`config.mk`:
```
export PLATFORM = sky130hd
export DESIGN_NAME = uied_top
export DESIGN_NICKNAME = d
export VERILOG_FILES = /design/src/design/uied_ep0.v /design/src/design/uied_in_ep.v /design/src/design/uied_top.v
export VERILOG_INCLUDE_DIRS = /design/src /design/src/design
export SDC_FILE = /design/constraint.sdc
export NUM_CORES = 1
export LEC_CHECK = 0
export BUFFER_PORTS_ARGS = -buffer_cell sky130_fd_sc_hd__buf_2
export CAP_MARGIN = 20
export CORE_MARGIN = 5
export CORE_UTILIZATION = 40
export DETAILED_ROUTE_END_ITERATION = 10
export MAX_ROUTING_LAYER = met4
export PLACE_DENSITY = 0.68
export SLEW_MARGIN = 20
export SYNTH_ARGS = -nofsm -noshare
export SYNTH_HDL_FRONTEND = slang
export SYNTH_SLANG_ARGS = --single-unit
```
`constraint.sdc`:
```
create_clock -name hclk -period 2.35 [get_ports hclk]
set_input_delay 0 -clock hclk [delete_from_list [all_inputs] [get_ports hclk]]
set_output_delay 0 -clock hclk [all_outputs]
set_load 0.05 [all_outputs]
```
`src/design/uied_regs.vh`:
```
// Register indices, field positions and reset values of the endpoint descriptor block.
// Byte address on the bus is four times the register index.
`ifndef UIED_REGS_VH
`define UIED_REGS_VH

// Endpoint 1 to 3 descriptor bases and offsets within a descriptor
`define UIED_EP1_BASE 16'hff48
`define UIED_EP2_BASE 16'hff50
`define UIED_EP3_BASE 16'hff58
`define UIED_OFS_CFG 16'h0000
`define UIED_OFS_YCNT 16'h0006
`define UIED_OFS_SIZE 16'h0007

// Endpoint 0 fixed registers
`define UIED_EP0_IN_CFG 16'hff80
`define UIED_EP0_IN_CNT 16'hff81
`define UIED_EP0_OUT_CFG 16'hff82
`define UIED_EP0_OUT_CNT 16'hff83

// Interrupt status and mask
`define UIED_IRQ_STATUS 16'hff90
`define UIED_IRQ_MASK 16'hff91

// Hardwired endpoint 0 buffer bases
`define UIED_EP0_OUT_BUF 16'hfef0
`define UIED_EP0_IN_BUF 16'hfef8

// Field positions
`define UIED_B_MANAGER_USE_ENABLE 7
`define UIED_B_ISO 6
`define UIED_B_TOGGLE 5
`define UIED_B_DOUBLE_BUFFER_ENABLE 4
`define UIED_B_STALL 3
`define UIED_B_IE 2
`define UIED_B_NAK 7

// Status bit positions
`define UIED_S_EP0_IN 0
`define UIED_S_EP0_OUT 4

// Limits and reset values
`define UIED_EP0_MAX_COUNT 4'h8
`define UIED_YCNT_RESET 8'h80
`define UIED_CNT0_RESET 8'h80
`define UIED_CNT0_NAK_RESET 1'b1
`define UIED_STATUS_W 5

// Register select codes
`define UIED_SEL_NONE 4'h0
`define UIED_SEL_E0I_CFG 4'h1
`define UIED_SEL_E0I_CNT 4'h2
`define UIED_SEL_E0O_CFG 4'h3
`define UIED_SEL_E0O_CNT 4'h4
`define UIED_SEL_STATUS 4'h5
`define UIED_SEL_MASK 4'h6
`define UIED_SEL_CFG1 4'h7
`define UIED_SEL_YCNT1 4'ha
`define UIED_SEL_SIZE1 4'hd

`endif

```
`src/design/uied_ep0.v`:
```
// One direction of endpoint 0: configuration and byte count registers.
// Assumes completion and setup pulses on hclk from the buffer manager.
`timescale 1ns/1ps
`default_nettype none
`include "uied_regs.vh"

module uied_ep0 #(
	parameter IS_IN = 1
) (
	input wire hclk,
	input wire hresetn,
	input wire wr_cfg,
	input wire wr_cnt,
	input wire [7:0] wdata,
	input wire ack,
	input wire setup,
	input wire [3:0] rx_count,
	output wire [7:0] cfg,
	output wire [7:0] cnt,
	output wire [3:0] eff_count,
	output wire done
);
	reg manager_use_enable, toggle, stall, ie, nak;
	reg [3:0] count;

	assign cfg = {manager_use_enable, 1'b0, toggle, 1'b0, stall, ie, 2'b00};
	assign cnt = {nak, 3'b000, count};
	// Reserved codes act as a full packet
	assign eff_count = (count > `UIED_EP0_MAX_COUNT) ? `UIED_EP0_MAX_COUNT : count;
	assign done = ack & manager_use_enable & ~stall;

	always @(posedge hclk or negedge hresetn) begin
		if (!hresetn) begin
			manager_use_enable <= 1'b0;
			toggle <= 1'b0;
			stall <= 1'b0;
			ie <= 1'b0;
			nak <= `UIED_CNT0_NAK_RESET;
			count <= 4'h0;
		end else begin
			if (wr_cfg) begin
				manager_use_enable <= wdata[`UIED_B_MANAGER_USE_ENABLE];
				ie <= wdata[`UIED_B_IE];
			end
			// A setup ends any stall, even one written in the same cycle
			if (setup)
				stall <= 1'b0;
			else if (wr_cfg)
				stall <= wdata[`UIED_B_STALL];
			// Data stage after a setup always starts with DATA1
			if (setup)
				toggle <= 1'b1;
			else if (done)
				toggle <= ~toggle;
			if (done)
				nak <= 1'b1;
			else if (wr_cnt)
				nak <= wdata[`UIED_B_NAK];
			if (done && IS_IN == 0)
				count <= rx_count;
			else if (wr_cnt)
				count <= wdata[3:0];
		end
	end
endmodule // uied_ep0

`default_nettype wire

```
`src/design/uied_in_ep.v`:
```
// One input endpoint (1 to 3): configuration, Y byte count and X/Y buffer size.
// Assumes write strobes and completion pulses on hclk from the same clock domain.
`timescale 1ns/1ps
`default_nettype none
`include "uied_regs.vh"

module uied_in_ep (
	input wire hclk,
	input wire hresetn,
	input wire wr_cfg,
	input wire wr_ycnt,
	input wire wr_size,
	input wire [7:0] wdata,
	input wire ack,
	output wire [7:0] cfg,
	output wire [7:0] ycnt,
	output wire [7:0] size,
	output wire y_sel,
	output wire done
);
	reg manager_use_enable, iso, toggle, double_buffer_enable, stall, ie;
	reg y_nak;
	reg [6:0] y_count;
	reg [6:0] buf_size;

	assign cfg = {manager_use_enable, iso, toggle, double_buffer_enable, stall, ie, 2'b00};
	assign ycnt = {y_nak, y_count};
	assign size = {1'b0, buf_size};
	assign y_sel = double_buffer_enable & toggle;
	assign done = ack & manager_use_enable & ~stall;

	always @(posedge hclk or negedge hresetn) begin
		if (!hresetn) begin
			manager_use_enable <= 1'b0;
			iso <= 1'b0;
			toggle <= 1'b0;
			double_buffer_enable <= 1'b0;
			stall <= 1'b0;
			ie <= 1'b0;
			y_nak <= 1'b1;
			y_count <= 7'h00;
			buf_size <= 7'h00;
		end else begin
			if (wr_cfg) begin
				manager_use_enable <= wdata[`UIED_B_MANAGER_USE_ENABLE];
				iso <= wdata[`UIED_B_ISO];
				double_buffer_enable <= wdata[`UIED_B_DOUBLE_BUFFER_ENABLE];
				stall <= wdata[`UIED_B_STALL];
				ie <= wdata[`UIED_B_IE];
			end
			// Hardware flip beats a same-cycle write
			if (done)
				toggle <= ~toggle;
			else if (wr_cfg)
				toggle <= wdata[`UIED_B_TOGGLE];
			if (wr_ycnt)
				y_count <= wdata[6:0];
			// Only software clears the flag; a sent Y packet sets it
			if (done && y_sel)
				y_nak <= 1'b1;
			else if (wr_ycnt)
				y_nak <= wdata[`UIED_B_NAK];
			if (wr_size)
				buf_size <= wdata[6:0];
		end
	end
endmodule // uied_in_ep

`default_nettype wire

```
`src/design/uied_top.v`:
```
// Endpoint descriptor registers for input endpoints 1 to 3 and endpoint 0,
// with an AHB-Lite slave port and one level interrupt.
// Assumes the buffer manager drives its pulses synchronously to hclk.
//
// The AHB-Lite slave port is this design's own decision.
`timescale 1ns/1ps
`default_nettype none
`include "uied_regs.vh"

module uied_top #(
	parameter N_EP = 3
) (
	input wire hclk,
	input wire hresetn,
	input wire hsel,
	input wire [31:0] haddr,
	input wire [1:0] htrans,
	input wire hwrite,
	input wire [2:0] hsize,
	input wire [31:0] hwdata,
	input wire hready,
	output wire hreadyout,
	output wire hresp,
	output reg [31:0] hrdata,
	input wire [N_EP:0] in_ack,
	input wire setup_seen,
	input wire out0_ack,
	input wire [3:0] out0_rx_count,
	output wire [N_EP:0] in_ep_serve,
	output wire ep0_out_serve,
	output wire ep0_in_stall,
	output wire ep0_out_stall,
	output wire ep0_in_nak,
	output wire ep0_out_nak,
	output wire ep0_in_toggle,
	output wire ep0_out_toggle,
	output wire [3:0] ep0_in_count,
	output wire [15:0] ep0_in_buf_base,
	output wire [15:0] ep0_out_buf_base,
	output wire [N_EP-1:0] in_ep_stall,
	output wire [N_EP-1:0] in_ep_toggle,
	output wire [N_EP-1:0] in_ep_y_sel,
	output wire [N_EP-1:0] in_ep_y_nak,
	output wire [7*N_EP-1:0] in_ep_y_count,
	output wire [7*N_EP-1:0] in_ep_buf_size,
	output wire irq
);
	// Map a register index to a select code; used for writes and reads
	function [3:0] uied_decode;
		input [15:0] idx;
		begin
			case (idx)
				`UIED_EP0_IN_CFG: uied_decode = `UIED_SEL_E0I_CFG;
				`UIED_EP0_IN_CNT: uied_decode = `UIED_SEL_E0I_CNT;
				`UIED_EP0_OUT_CFG: uied_decode = `UIED_SEL_E0O_CFG;
				`UIED_EP0_OUT_CNT: uied_decode = `UIED_SEL_E0O_CNT;
				`UIED_IRQ_STATUS: uied_decode = `UIED_SEL_STATUS;
				`UIED_IRQ_MASK: uied_decode = `UIED_SEL_MASK;
				`UIED_EP1_BASE + `UIED_OFS_CFG: uied_decode = `UIED_SEL_CFG1;
				`UIED_EP2_BASE + `UIED_OFS_CFG: uied_decode = `UIED_SEL_CFG1 + 4'h1;
				`UIED_EP3_BASE + `UIED_OFS_CFG: uied_decode = `UIED_SEL_CFG1 + 4'h2;
				`UIED_EP1_BASE + `UIED_OFS_YCNT: uied_decode = `UIED_SEL_YCNT1;
				`UIED_EP2_BASE + `UIED_OFS_YCNT: uied_decode = `UIED_SEL_YCNT1 + 4'h1;
				`UIED_EP3_BASE + `UIED_OFS_YCNT: uied_decode = `UIED_SEL_YCNT1 + 4'h2;
				`UIED_EP1_BASE + `UIED_OFS_SIZE: uied_decode = `UIED_SEL_SIZE1;
				`UIED_EP2_BASE + `UIED_OFS_SIZE: uied_decode = `UIED_SEL_SIZE1 + 4'h1;
				`UIED_EP3_BASE + `UIED_OFS_SIZE: uied_decode = `UIED_SEL_SIZE1 + 4'h2;
				default: uied_decode = `UIED_SEL_NONE;
			endcase
		end
	endfunction

	// Bus slave: writes take no wait state, reads one
	wire take;
	wire in_window;
	wire [15:0] addr_idx;
	reg dp_wr;
	reg dp_rd;
	reg [15:0] dp_idx;
	wire [3:0] wsel;
	wire [3:0] rsel;
	wire wr_e0i_cfg;
	wire wr_e0i_cnt;
	wire wr_e0o_cfg;
	wire wr_e0o_cnt;
	wire wr_status;
	wire wr_mask;

	// Transfer size is ignored: every register is one byte in its own word
	assign take = hsel & hready & htrans[1];
	// Addresses beyond the register window land on an unmapped index
	assign in_window = (haddr[31:18] == 14'h0000);
	assign addr_idx = in_window ? haddr[17:2] : 16'h0000;
	assign hreadyout = ~dp_rd;
	assign hresp = 1'b0;
	assign wsel = dp_wr ? uied_decode(dp_idx) : `UIED_SEL_NONE;
	assign rsel = uied_decode(dp_idx);

	// One strobe per register, high in the write data phase only
	assign wr_e0i_cfg = (wsel == `UIED_SEL_E0I_CFG);
	assign wr_e0i_cnt = (wsel == `UIED_SEL_E0I_CNT);
	assign wr_e0o_cfg = (wsel == `UIED_SEL_E0O_CFG);
	assign wr_e0o_cnt = (wsel == `UIED_SEL_E0O_CNT);
	assign wr_status = (wsel == `UIED_SEL_STATUS);
	assign wr_mask = (wsel == `UIED_SEL_MASK);

	always @(posedge hclk or negedge hresetn) begin
		if (!hresetn) begin
			dp_wr <= 1'b0;
			dp_rd <= 1'b0;
			dp_idx <= 16'h0000;
		end else begin
			dp_wr <= take & hwrite;
			dp_rd <= take & ~hwrite;
			if (take)
				dp_idx <= addr_idx;
		end
	end

	// Endpoint 0, both directions
	wire [7:0] e0i_cfg;
	wire [7:0] e0i_cnt;
	wire [7:0] e0o_cfg;
	wire [7:0] e0o_cnt;
	wire e0i_done;
	wire e0o_done;

	uied_ep0 #(.IS_IN(1)) u_ep0_in (
		.hclk(hclk),
		.hresetn(hresetn),
		.wr_cfg(wr_e0i_cfg),
		.wr_cnt(wr_e0i_cnt),
		.wdata(hwdata[7:0]),
		.ack(in_ack[0]),
		.setup(setup_seen),
		.rx_count(4'h0),
		.cfg(e0i_cfg),
		.cnt(e0i_cnt),
		.eff_count(ep0_in_count),
		.done(e0i_done)
	);

	uied_ep0 #(.IS_IN(0)) u_ep0_out (
		.hclk(hclk),
		.hresetn(hresetn),
		.wr_cfg(wr_e0o_cfg),
		.wr_cnt(wr_e0o_cnt),
		.wdata(hwdata[7:0]),
		.ack(out0_ack),
		.setup(setup_seen),
		.rx_count(out0_rx_count),
		.cfg(e0o_cfg),
		.cnt(e0o_cnt),
		.eff_count(),
		.done(e0o_done)
	);

	// Levels seen by the buffer manager
	assign in_ep_serve[0] = e0i_cfg[`UIED_B_MANAGER_USE_ENABLE];
	assign ep0_out_serve = e0o_cfg[`UIED_B_MANAGER_USE_ENABLE];
	assign ep0_in_stall = e0i_cfg[`UIED_B_STALL];
	assign ep0_out_stall = e0o_cfg[`UIED_B_STALL];
	assign ep0_in_nak = e0i_cnt[`UIED_B_NAK];
	assign ep0_out_nak = e0o_cnt[`UIED_B_NAK];
	assign ep0_in_toggle = e0i_cfg[`UIED_B_TOGGLE];
	assign ep0_out_toggle = e0o_cfg[`UIED_B_TOGGLE];
	assign ep0_in_buf_base = `UIED_EP0_IN_BUF;
	assign ep0_out_buf_base = `UIED_EP0_OUT_BUF;

	// Input endpoints 1 to N_EP
	wire [8*N_EP-1:0] ep_cfg;
	wire [8*N_EP-1:0] ep_ycnt;
	wire [8*N_EP-1:0] ep_size;
	wire [N_EP-1:0] ep_done;
	wire [N_EP-1:0] ep_event;
	genvar n;
	generate
		for (n = 0; n < N_EP; n = n + 1) begin : g_ep
			// Each endpoint decodes its own three write strobes
			localparam [3:0] EP_IDX = n;
			wire wr_cfg_ep;
			wire wr_ycnt_ep;
			wire wr_size_ep;

			assign wr_cfg_ep = (wsel == `UIED_SEL_CFG1 + EP_IDX);
			assign wr_ycnt_ep = (wsel == `UIED_SEL_YCNT1 + EP_IDX);
			assign wr_size_ep = (wsel == `UIED_SEL_SIZE1 + EP_IDX);

			uied_in_ep u_ep (
				.hclk(hclk),
				.hresetn(hresetn),
				.wr_cfg(wr_cfg_ep),
				.wr_ycnt(wr_ycnt_ep),
				.wr_size(wr_size_ep),
				.wdata(hwdata[7:0]),
				.ack(in_ack[n+1]),
				.cfg(ep_cfg[8*n+7:8*n]),
				.ycnt(ep_ycnt[8*n+7:8*n]),
				.size(ep_size[8*n+7:8*n]),
				.y_sel(in_ep_y_sel[n]),
				.done(ep_done[n])
			);
			assign in_ep_serve[n+1] = ep_cfg[8*n+`UIED_B_MANAGER_USE_ENABLE];
			assign in_ep_stall[n] = ep_cfg[8*n+`UIED_B_STALL];
			assign in_ep_toggle[n] = ep_cfg[8*n+`UIED_B_TOGGLE];
			assign in_ep_y_nak[n] = ep_ycnt[8*n+`UIED_B_NAK];
			assign in_ep_y_count[7*n+6:7*n] = ep_ycnt[8*n+6:8*n];
			assign in_ep_buf_size[7*n+6:7*n] = ep_size[8*n+6:8*n];
			// Completion reaches the status only with the enable bit set
			assign ep_event[n] = ep_done[n] & ep_cfg[8*n+`UIED_B_IE];
		end
	endgenerate

	// Interrupt status: completions gated by each endpoint's enable
	reg [`UIED_STATUS_W-1:0] irq_status;
	reg [`UIED_STATUS_W-1:0] irq_mask;
	reg [`UIED_STATUS_W-1:0] events;
	wire [`UIED_STATUS_W-1:0] clr;
	integer k;
	wire ev_e0i;
	wire ev_e0o;

	assign ev_e0i = e0i_done & e0i_cfg[`UIED_B_IE];
	assign ev_e0o = e0o_done & e0o_cfg[`UIED_B_IE];

	always @* begin
		events = {`UIED_STATUS_W{1'b0}};
		events[`UIED_S_EP0_IN] = ev_e0i;
		events[`UIED_S_EP0_OUT] = ev_e0o;
		for (k = 0; k < N_EP; k = k + 1)
			events[k+1] = ep_event[k];
	end

	// Writing zero leaves a bit alone, so one clear cannot hide another event
	assign clr = wr_status ? hwdata[`UIED_STATUS_W-1:0] : {`UIED_STATUS_W{1'b0}};

	always @(posedge hclk or negedge hresetn) begin
		if (!hresetn) begin
			irq_status <= {`UIED_STATUS_W{1'b0}};
			irq_mask <= {`UIED_STATUS_W{1'b0}};
		end else begin
			// New event beats a same-cycle clear
			irq_status <= (irq_status & ~clr) | events;
			if (wr_mask)
				irq_mask <= hwdata[`UIED_STATUS_W-1:0];
		end
	end

	assign irq = |(irq_status & irq_mask);

	// Status and mask read back zero-padded to a byte
	wire [7:0] status_rd;
	wire [7:0] mask_rd;

	assign status_rd = {{(8-`UIED_STATUS_W){1'b0}}, irq_status};
	assign mask_rd = {{(8-`UIED_STATUS_W){1'b0}}, irq_mask};

	// Read data is captured after any preceding write has landed
	reg [7:0] rmux;
	always @* begin
		case (rsel)
			`UIED_SEL_E0I_CFG: rmux = e0i_cfg;
			`UIED_SEL_E0I_CNT: rmux = e0i_cnt;
			`UIED_SEL_E0O_CFG: rmux = e0o_cfg;
			`UIED_SEL_E0O_CNT: rmux = e0o_cnt;
			`UIED_SEL_STATUS: rmux = status_rd;
			`UIED_SEL_MASK: rmux = mask_rd;
			`UIED_SEL_CFG1: rmux = ep_cfg[7:0];
			`UIED_SEL_CFG1 + 4'h1: rmux = ep_cfg[15:8];
			`UIED_SEL_CFG1 + 4'h2: rmux = ep_cfg[23:16];
			`UIED_SEL_YCNT1: rmux = ep_ycnt[7:0];
			`UIED_SEL_YCNT1 + 4'h1: rmux = ep_ycnt[15:8];
			`UIED_SEL_YCNT1 + 4'h2: rmux = ep_ycnt[23:16];
			`UIED_SEL_SIZE1: rmux = ep_size[7:0];
			`UIED_SEL_SIZE1 + 4'h1: rmux = ep_size[15:8];
			`UIED_SEL_SIZE1 + 4'h2: rmux = ep_size[23:16];
			default: rmux = 8'h00;
		endcase
	end

	always @(posedge hclk or negedge hresetn) begin
		if (!hresetn)
			hrdata <= 32'h00000000;
		else if (dp_rd)
			hrdata <= {24'h000000, rmux};
	end
endmodule // uied_top

`default_nettype wire

```
==> summary.txt <==
CTS
  • Buffer type at the clock tree root: clkbuf_16
  • Clock Sinks: 117
  • TritonCTS clock tree: done
  • Level count of the clock H-tree: 4
  • Clock slew at reported path FFs: 60 ps
  • Maximum clock path buffer count: 2
  • Clock network latency to the later pin of the worst-skew pair: 420 ps
  • CTS Buf Count: 17

Floorplanning
  • I/O pin cnt: 220
  • Starting utilization of the core area: 40.32%
  • Number of cell rows: 47
  • Die Height: 138.4 µm
  • Total Die Area: 19140 µm²
  • Core Area: 16350 µm²
  • Die W: 138.4 µm

Hold path
  • Startpoint of the most critical hold path: hwdata[0]
  • Number of cells traversed by the worst hold path: 3
  • HP Class: in2reg

Setup path
  • Worst setup startpoint: dp_idx[2]$_DFFE_PN0P_
  • Highest fanout seen on the critical path: 6
  • Top delay family on crit path: simple AND/OR/NAND/NOR gates
  • Crit path launch type: register
  • Required time worst endpoint: 2690 ps
  • Crit path cell chain: buf_4 > nand3_4 > or3_4 > a221o_2 > buf_12 > buf_6 > nor3_4 > a32oi_1 > and4_1 > a211oi_2
  • FF-to-FF Start: dp_idx[2]$_DFFE_PN0P_
  • Largest stage delay on the critical path: 470 ps
  • CP Capture Type: register
  • Worst setup path category: reg2reg
  • Logic depth of the worst register-to-register path: 10
  • Count of cell instances traversed by the critical path: 10
  • Worst Path Arrival: 2960 ps
  • Cell with the biggest individual delay on the critical path: a221o_2
  • WP buf/inv: 3

Placed design
  • Number of placed instances, taps included: 1010
  • Placed standard-cell area: 7918 µm²
  • Final HPWL from detailed placement: 16.26 mm
  • IO Port Bufs: 132
  • Worst slack, placed: -348.6 ps
  • Final weighted congestion of routability-driven global placement: 0.9279

Finish
  • Nets: 973
  • Layout cell share with drive strength beyond 1: 55.21%
  • Non-filler instance count after layout: 1122
  • Antenna diode count: 0
  • Most common cell after layout, fill and taps aside: buf_2
  • Most frequent cells in the layout: buf_2 (131), buf_4 (116), dfrtp_1 (104)
  • Final std cell area, no fill: 9878 µm²
  • Layout overhead on the synthesized area: 49.87%
  • Final core area utilization: 60.42%

Yosys
  • Post-synth top area cell: dfrtp_1
  • Fraction of synthesized cell area in xor and xnor cells: 0.5315%
  • Sequential share of the synthesized area: 44.51%
  • Post-Synth Adder-Cell Area: 0.1519%
  • Primary flip-flop cell chosen by synthesis mapping: dfrtp_1
  • Post-synthesis simple-gate area fraction: 16.42%
  • Share of synthesized registers carrying an async set or reset: 100.0%
  • Avg Inst Size Synth: 11.04 µm²
  • Area share of the leading cell type in the synthesized netlist: 42.52%
  • Register bit count reported by yosys: 117
  • Main combinational cell family by area after synthesis: simple AND/OR/NAND/NOR gates
  • Count of cell types in the netlist: 77
  • Gate Count Post-Synth: 597
  • Compound-Gate Fraction of Synth Area: 13.44%
  • Synth Warn #: 0
  • Top area cells in the synthesized netlist: dfrtp_1 (43%), mux2_2 (12%), buf_4 (8.7%)
  • Post-Synthesis Cell Area: 6591 µm²
  • Mux contribution to synthesized area: 14.14%
  • EDFF count, synth: 0

Routing
  • Residual antenna-violating net count after detailed routing: 0
  • Detail-routed via count per cell: 5.551
  • Final wirelength: 24.13 mm
  • Overall via count from detail_route: 6228
  • 1st-pass router iterations: 6
  • DRC violations left: 0
  • Wire length per cell: 21.51 µm
  • First-iteration detailed-routing DRC count: 534

Timing
  • Worst clock skew: 8.965 ps
  • Maximum clock rate: 380.6 MHz
  • Hold violation count in the final report: 0
  • Final worst path period need: 2627 ps
  • Setup TNS Final: -11380 ps
  • Final cycle utilization of the critical path: 111.8%
  • Setup repair after global routing missed its margin: true
  • Pin slew with the least headroom to its limit: 713.0 ps
  • Relative slew margins: 52.47%
  • Final-report setup violation count: 71
  • Count of final max-slew check failures: 0
  • Smallest setup slack after layout: -277.2 ps

GRT
  • Aggregate global-route resource usage: 24.43%
  • Vias in the first global route: 6182
  • Antenna violations before repair: 0
  • Largest net degree at the start of global routing: 52
  • Global-route wire length before repair: 35.60 mm
  • Global route overflow: 0

Run status
  • Violations in the final reports: negative setup slack
  • Outcome: complete, but fails checks

Job
  • Maximum capacitance violations: 0

Pwr
  • Max VDD drop: 0.0005098 V
  • Total power density per cell area: 552.8 nW/µm²
  • Leakage Power: 4.686 nW
[state kept, by name, summed over array words and instances, names as in the netlist, 3 cells and up]
register / cells
g_ep.u_ep.y_nak: 3
g_ep.u_ep.double_buffer_enable: 3
g_ep.u_ep.toggle: 3
g_ep.u_ep.stall: 3
u_ep0_in.count: 4
g_ep.u_ep.buf_size: 21
hrdata: 8
g_ep.u_ep.iso: 3
g_ep.u_ep.y_count: 21
irq_mask: 5
g_ep.u_ep.manager_use_enable: 3
u_ep0_out.count: 4
g_ep.u_ep.ie: 3
dp_idx: 16
irq_status: 5
[final timing paths]
| path | endpoint | slack (ps) |
|---|---|---|
| max reg2reg | hrdata[0]$_DFFE_PN0P_ | -280 |
| min in group asynchronous | dp_idx[3]$_DFFE_PN0P_ | 170 |
| min reg2reg | dp_idx[9]$_DFFE_PN0P_ | 510 |
| min | irq_status[0]$_DFF_PN0_ | 20 |
| max in group asynchronous | u_ep0_in.nak$_DFFE_PN1P_ | 1320 |
| max | hrdata[0]$_DFFE_PN0P_ | -280 |
[kinds of logic after synthesis]
kind of cell / Yosys count
AND/OR/NAND/NOR: 180
flip-flops: 117
buffers and inverters: 107
AO/OA/AOI/OAI: 102
multiplexers: 84
XOR/XNOR: 4
other: 2
adder cells (fa/ha/maj): 1
[layout make-up]
| type | instances | area [µm²] |
|---|---|---|
| clock buffers | 24 | 481.7 |
| clock inverters | 8 | 101.3 |
| fillers | 1293 | 6470 |
| inverters | 7 | 26.28 |
| multi-input cells | 428 | 3680 |
| flip-flops and latches | 117 | 2944 |
| well taps | 220 | 275.3 |
| repair buffers | 318 | 2370 |
[stage by stage]
stage | hold WS, ps | power (W)
after global placement | 86.05 | 0.002846
after detailed placement | 92.39 | 0.002852
after global routing | 25.82 | 0.005613
final | 20.26 | 0.005460
after floorplan | -295.6 | 0.002726
after CTS | 2.141 | 0.005447
[worst reg2reg max path, cell delays in order, from the launching register on]
cell and delay [ps]:
dfrtp_2 430, buf_4 190, nand3_4 80, or3_4 400, a221o_2 470, buf_12 170
buf_6 120, nor3_4 200, a32oi_1 90, and4_1 170, a211oi_2 210
[cells in the mapped netlist (3+ instances only)]
| cell type | instances |
|---|---|
| mux2i_1 | 11 |
| and3_1 | 4 |
| nand4_1 | 6 |
| nor3_1 | 7 |
| and3b_1 | 3 |
| or3_1 | 3 |
| nor3_4 | 5 |
| a22oi_1 | 5 |
| nor2b_1 | 5 |
| nor4_1 | 4 |
| dfrtp_1 | 112 |
| clkbuf_1 | 15 |
| a22o_1 | 25 |
| a32o_1 | 5 |
| a21oi_1 | 7 |
| o211ai_1 | 4 |
| a211oi_2 | 3 |
| nor3_2 | 5 |
| nand2b_1 | 3 |
| a211o_1 | 4 |
| o21ai_0 | 6 |
| nand3_2 | 4 |
| nand3b_1 | 4 |
| a32oi_1 | 5 |
| mux2_2 | 73 |
| inv_1 | 6 |
| buf_4 | 76 |
| a311oi_1 | 7 |
| nor2_1 | 24 |
| nand2_1 | 54 |
| nand3_1 | 20 |
| or4_1 | 4 |
| buf_2 | 8 |
| a221oi_1 | 8 |
| and2_1 | 4 |
| dfstp_2 | 5 |
[where the power goes]
| part | leakage [nW] | internal (W) | switching, W | total, W |
|---|---|---|---|---|
| Combinational | 2.96 | 0.000169 | 0.000563 | 0.000733 |
| Clock | 0.276 | 0.00164 | 0.000940 | 0.00258 |
| Sequential | 1.45 | 0.00208 | 0.0000678 | 0.00215 |
| Total | 4.69 | 0.00389 | 0.00157 | 0.00546 |
[per-layer routing]
metal / routed length, µm / vias to the layer above / global-route usage (%)
met5: 0 / - / -
met4: 843 / 0 / 10.56
met3: 1974 / 77 / 5.870
met2: 11660 / 369 / 38.51
met1: 9651 / 3101 / 30.09
li1: - / 2681 / -
[timing repair]
item	in CTS	in global routing
setup endpoints to repair	88	89
hold buffers	30	0
setup buffers	29	25
hold endpoints to repair	87	0
pin swaps	28	39
gates resized for setup	67	90
(Power assumes the default switching activity.)
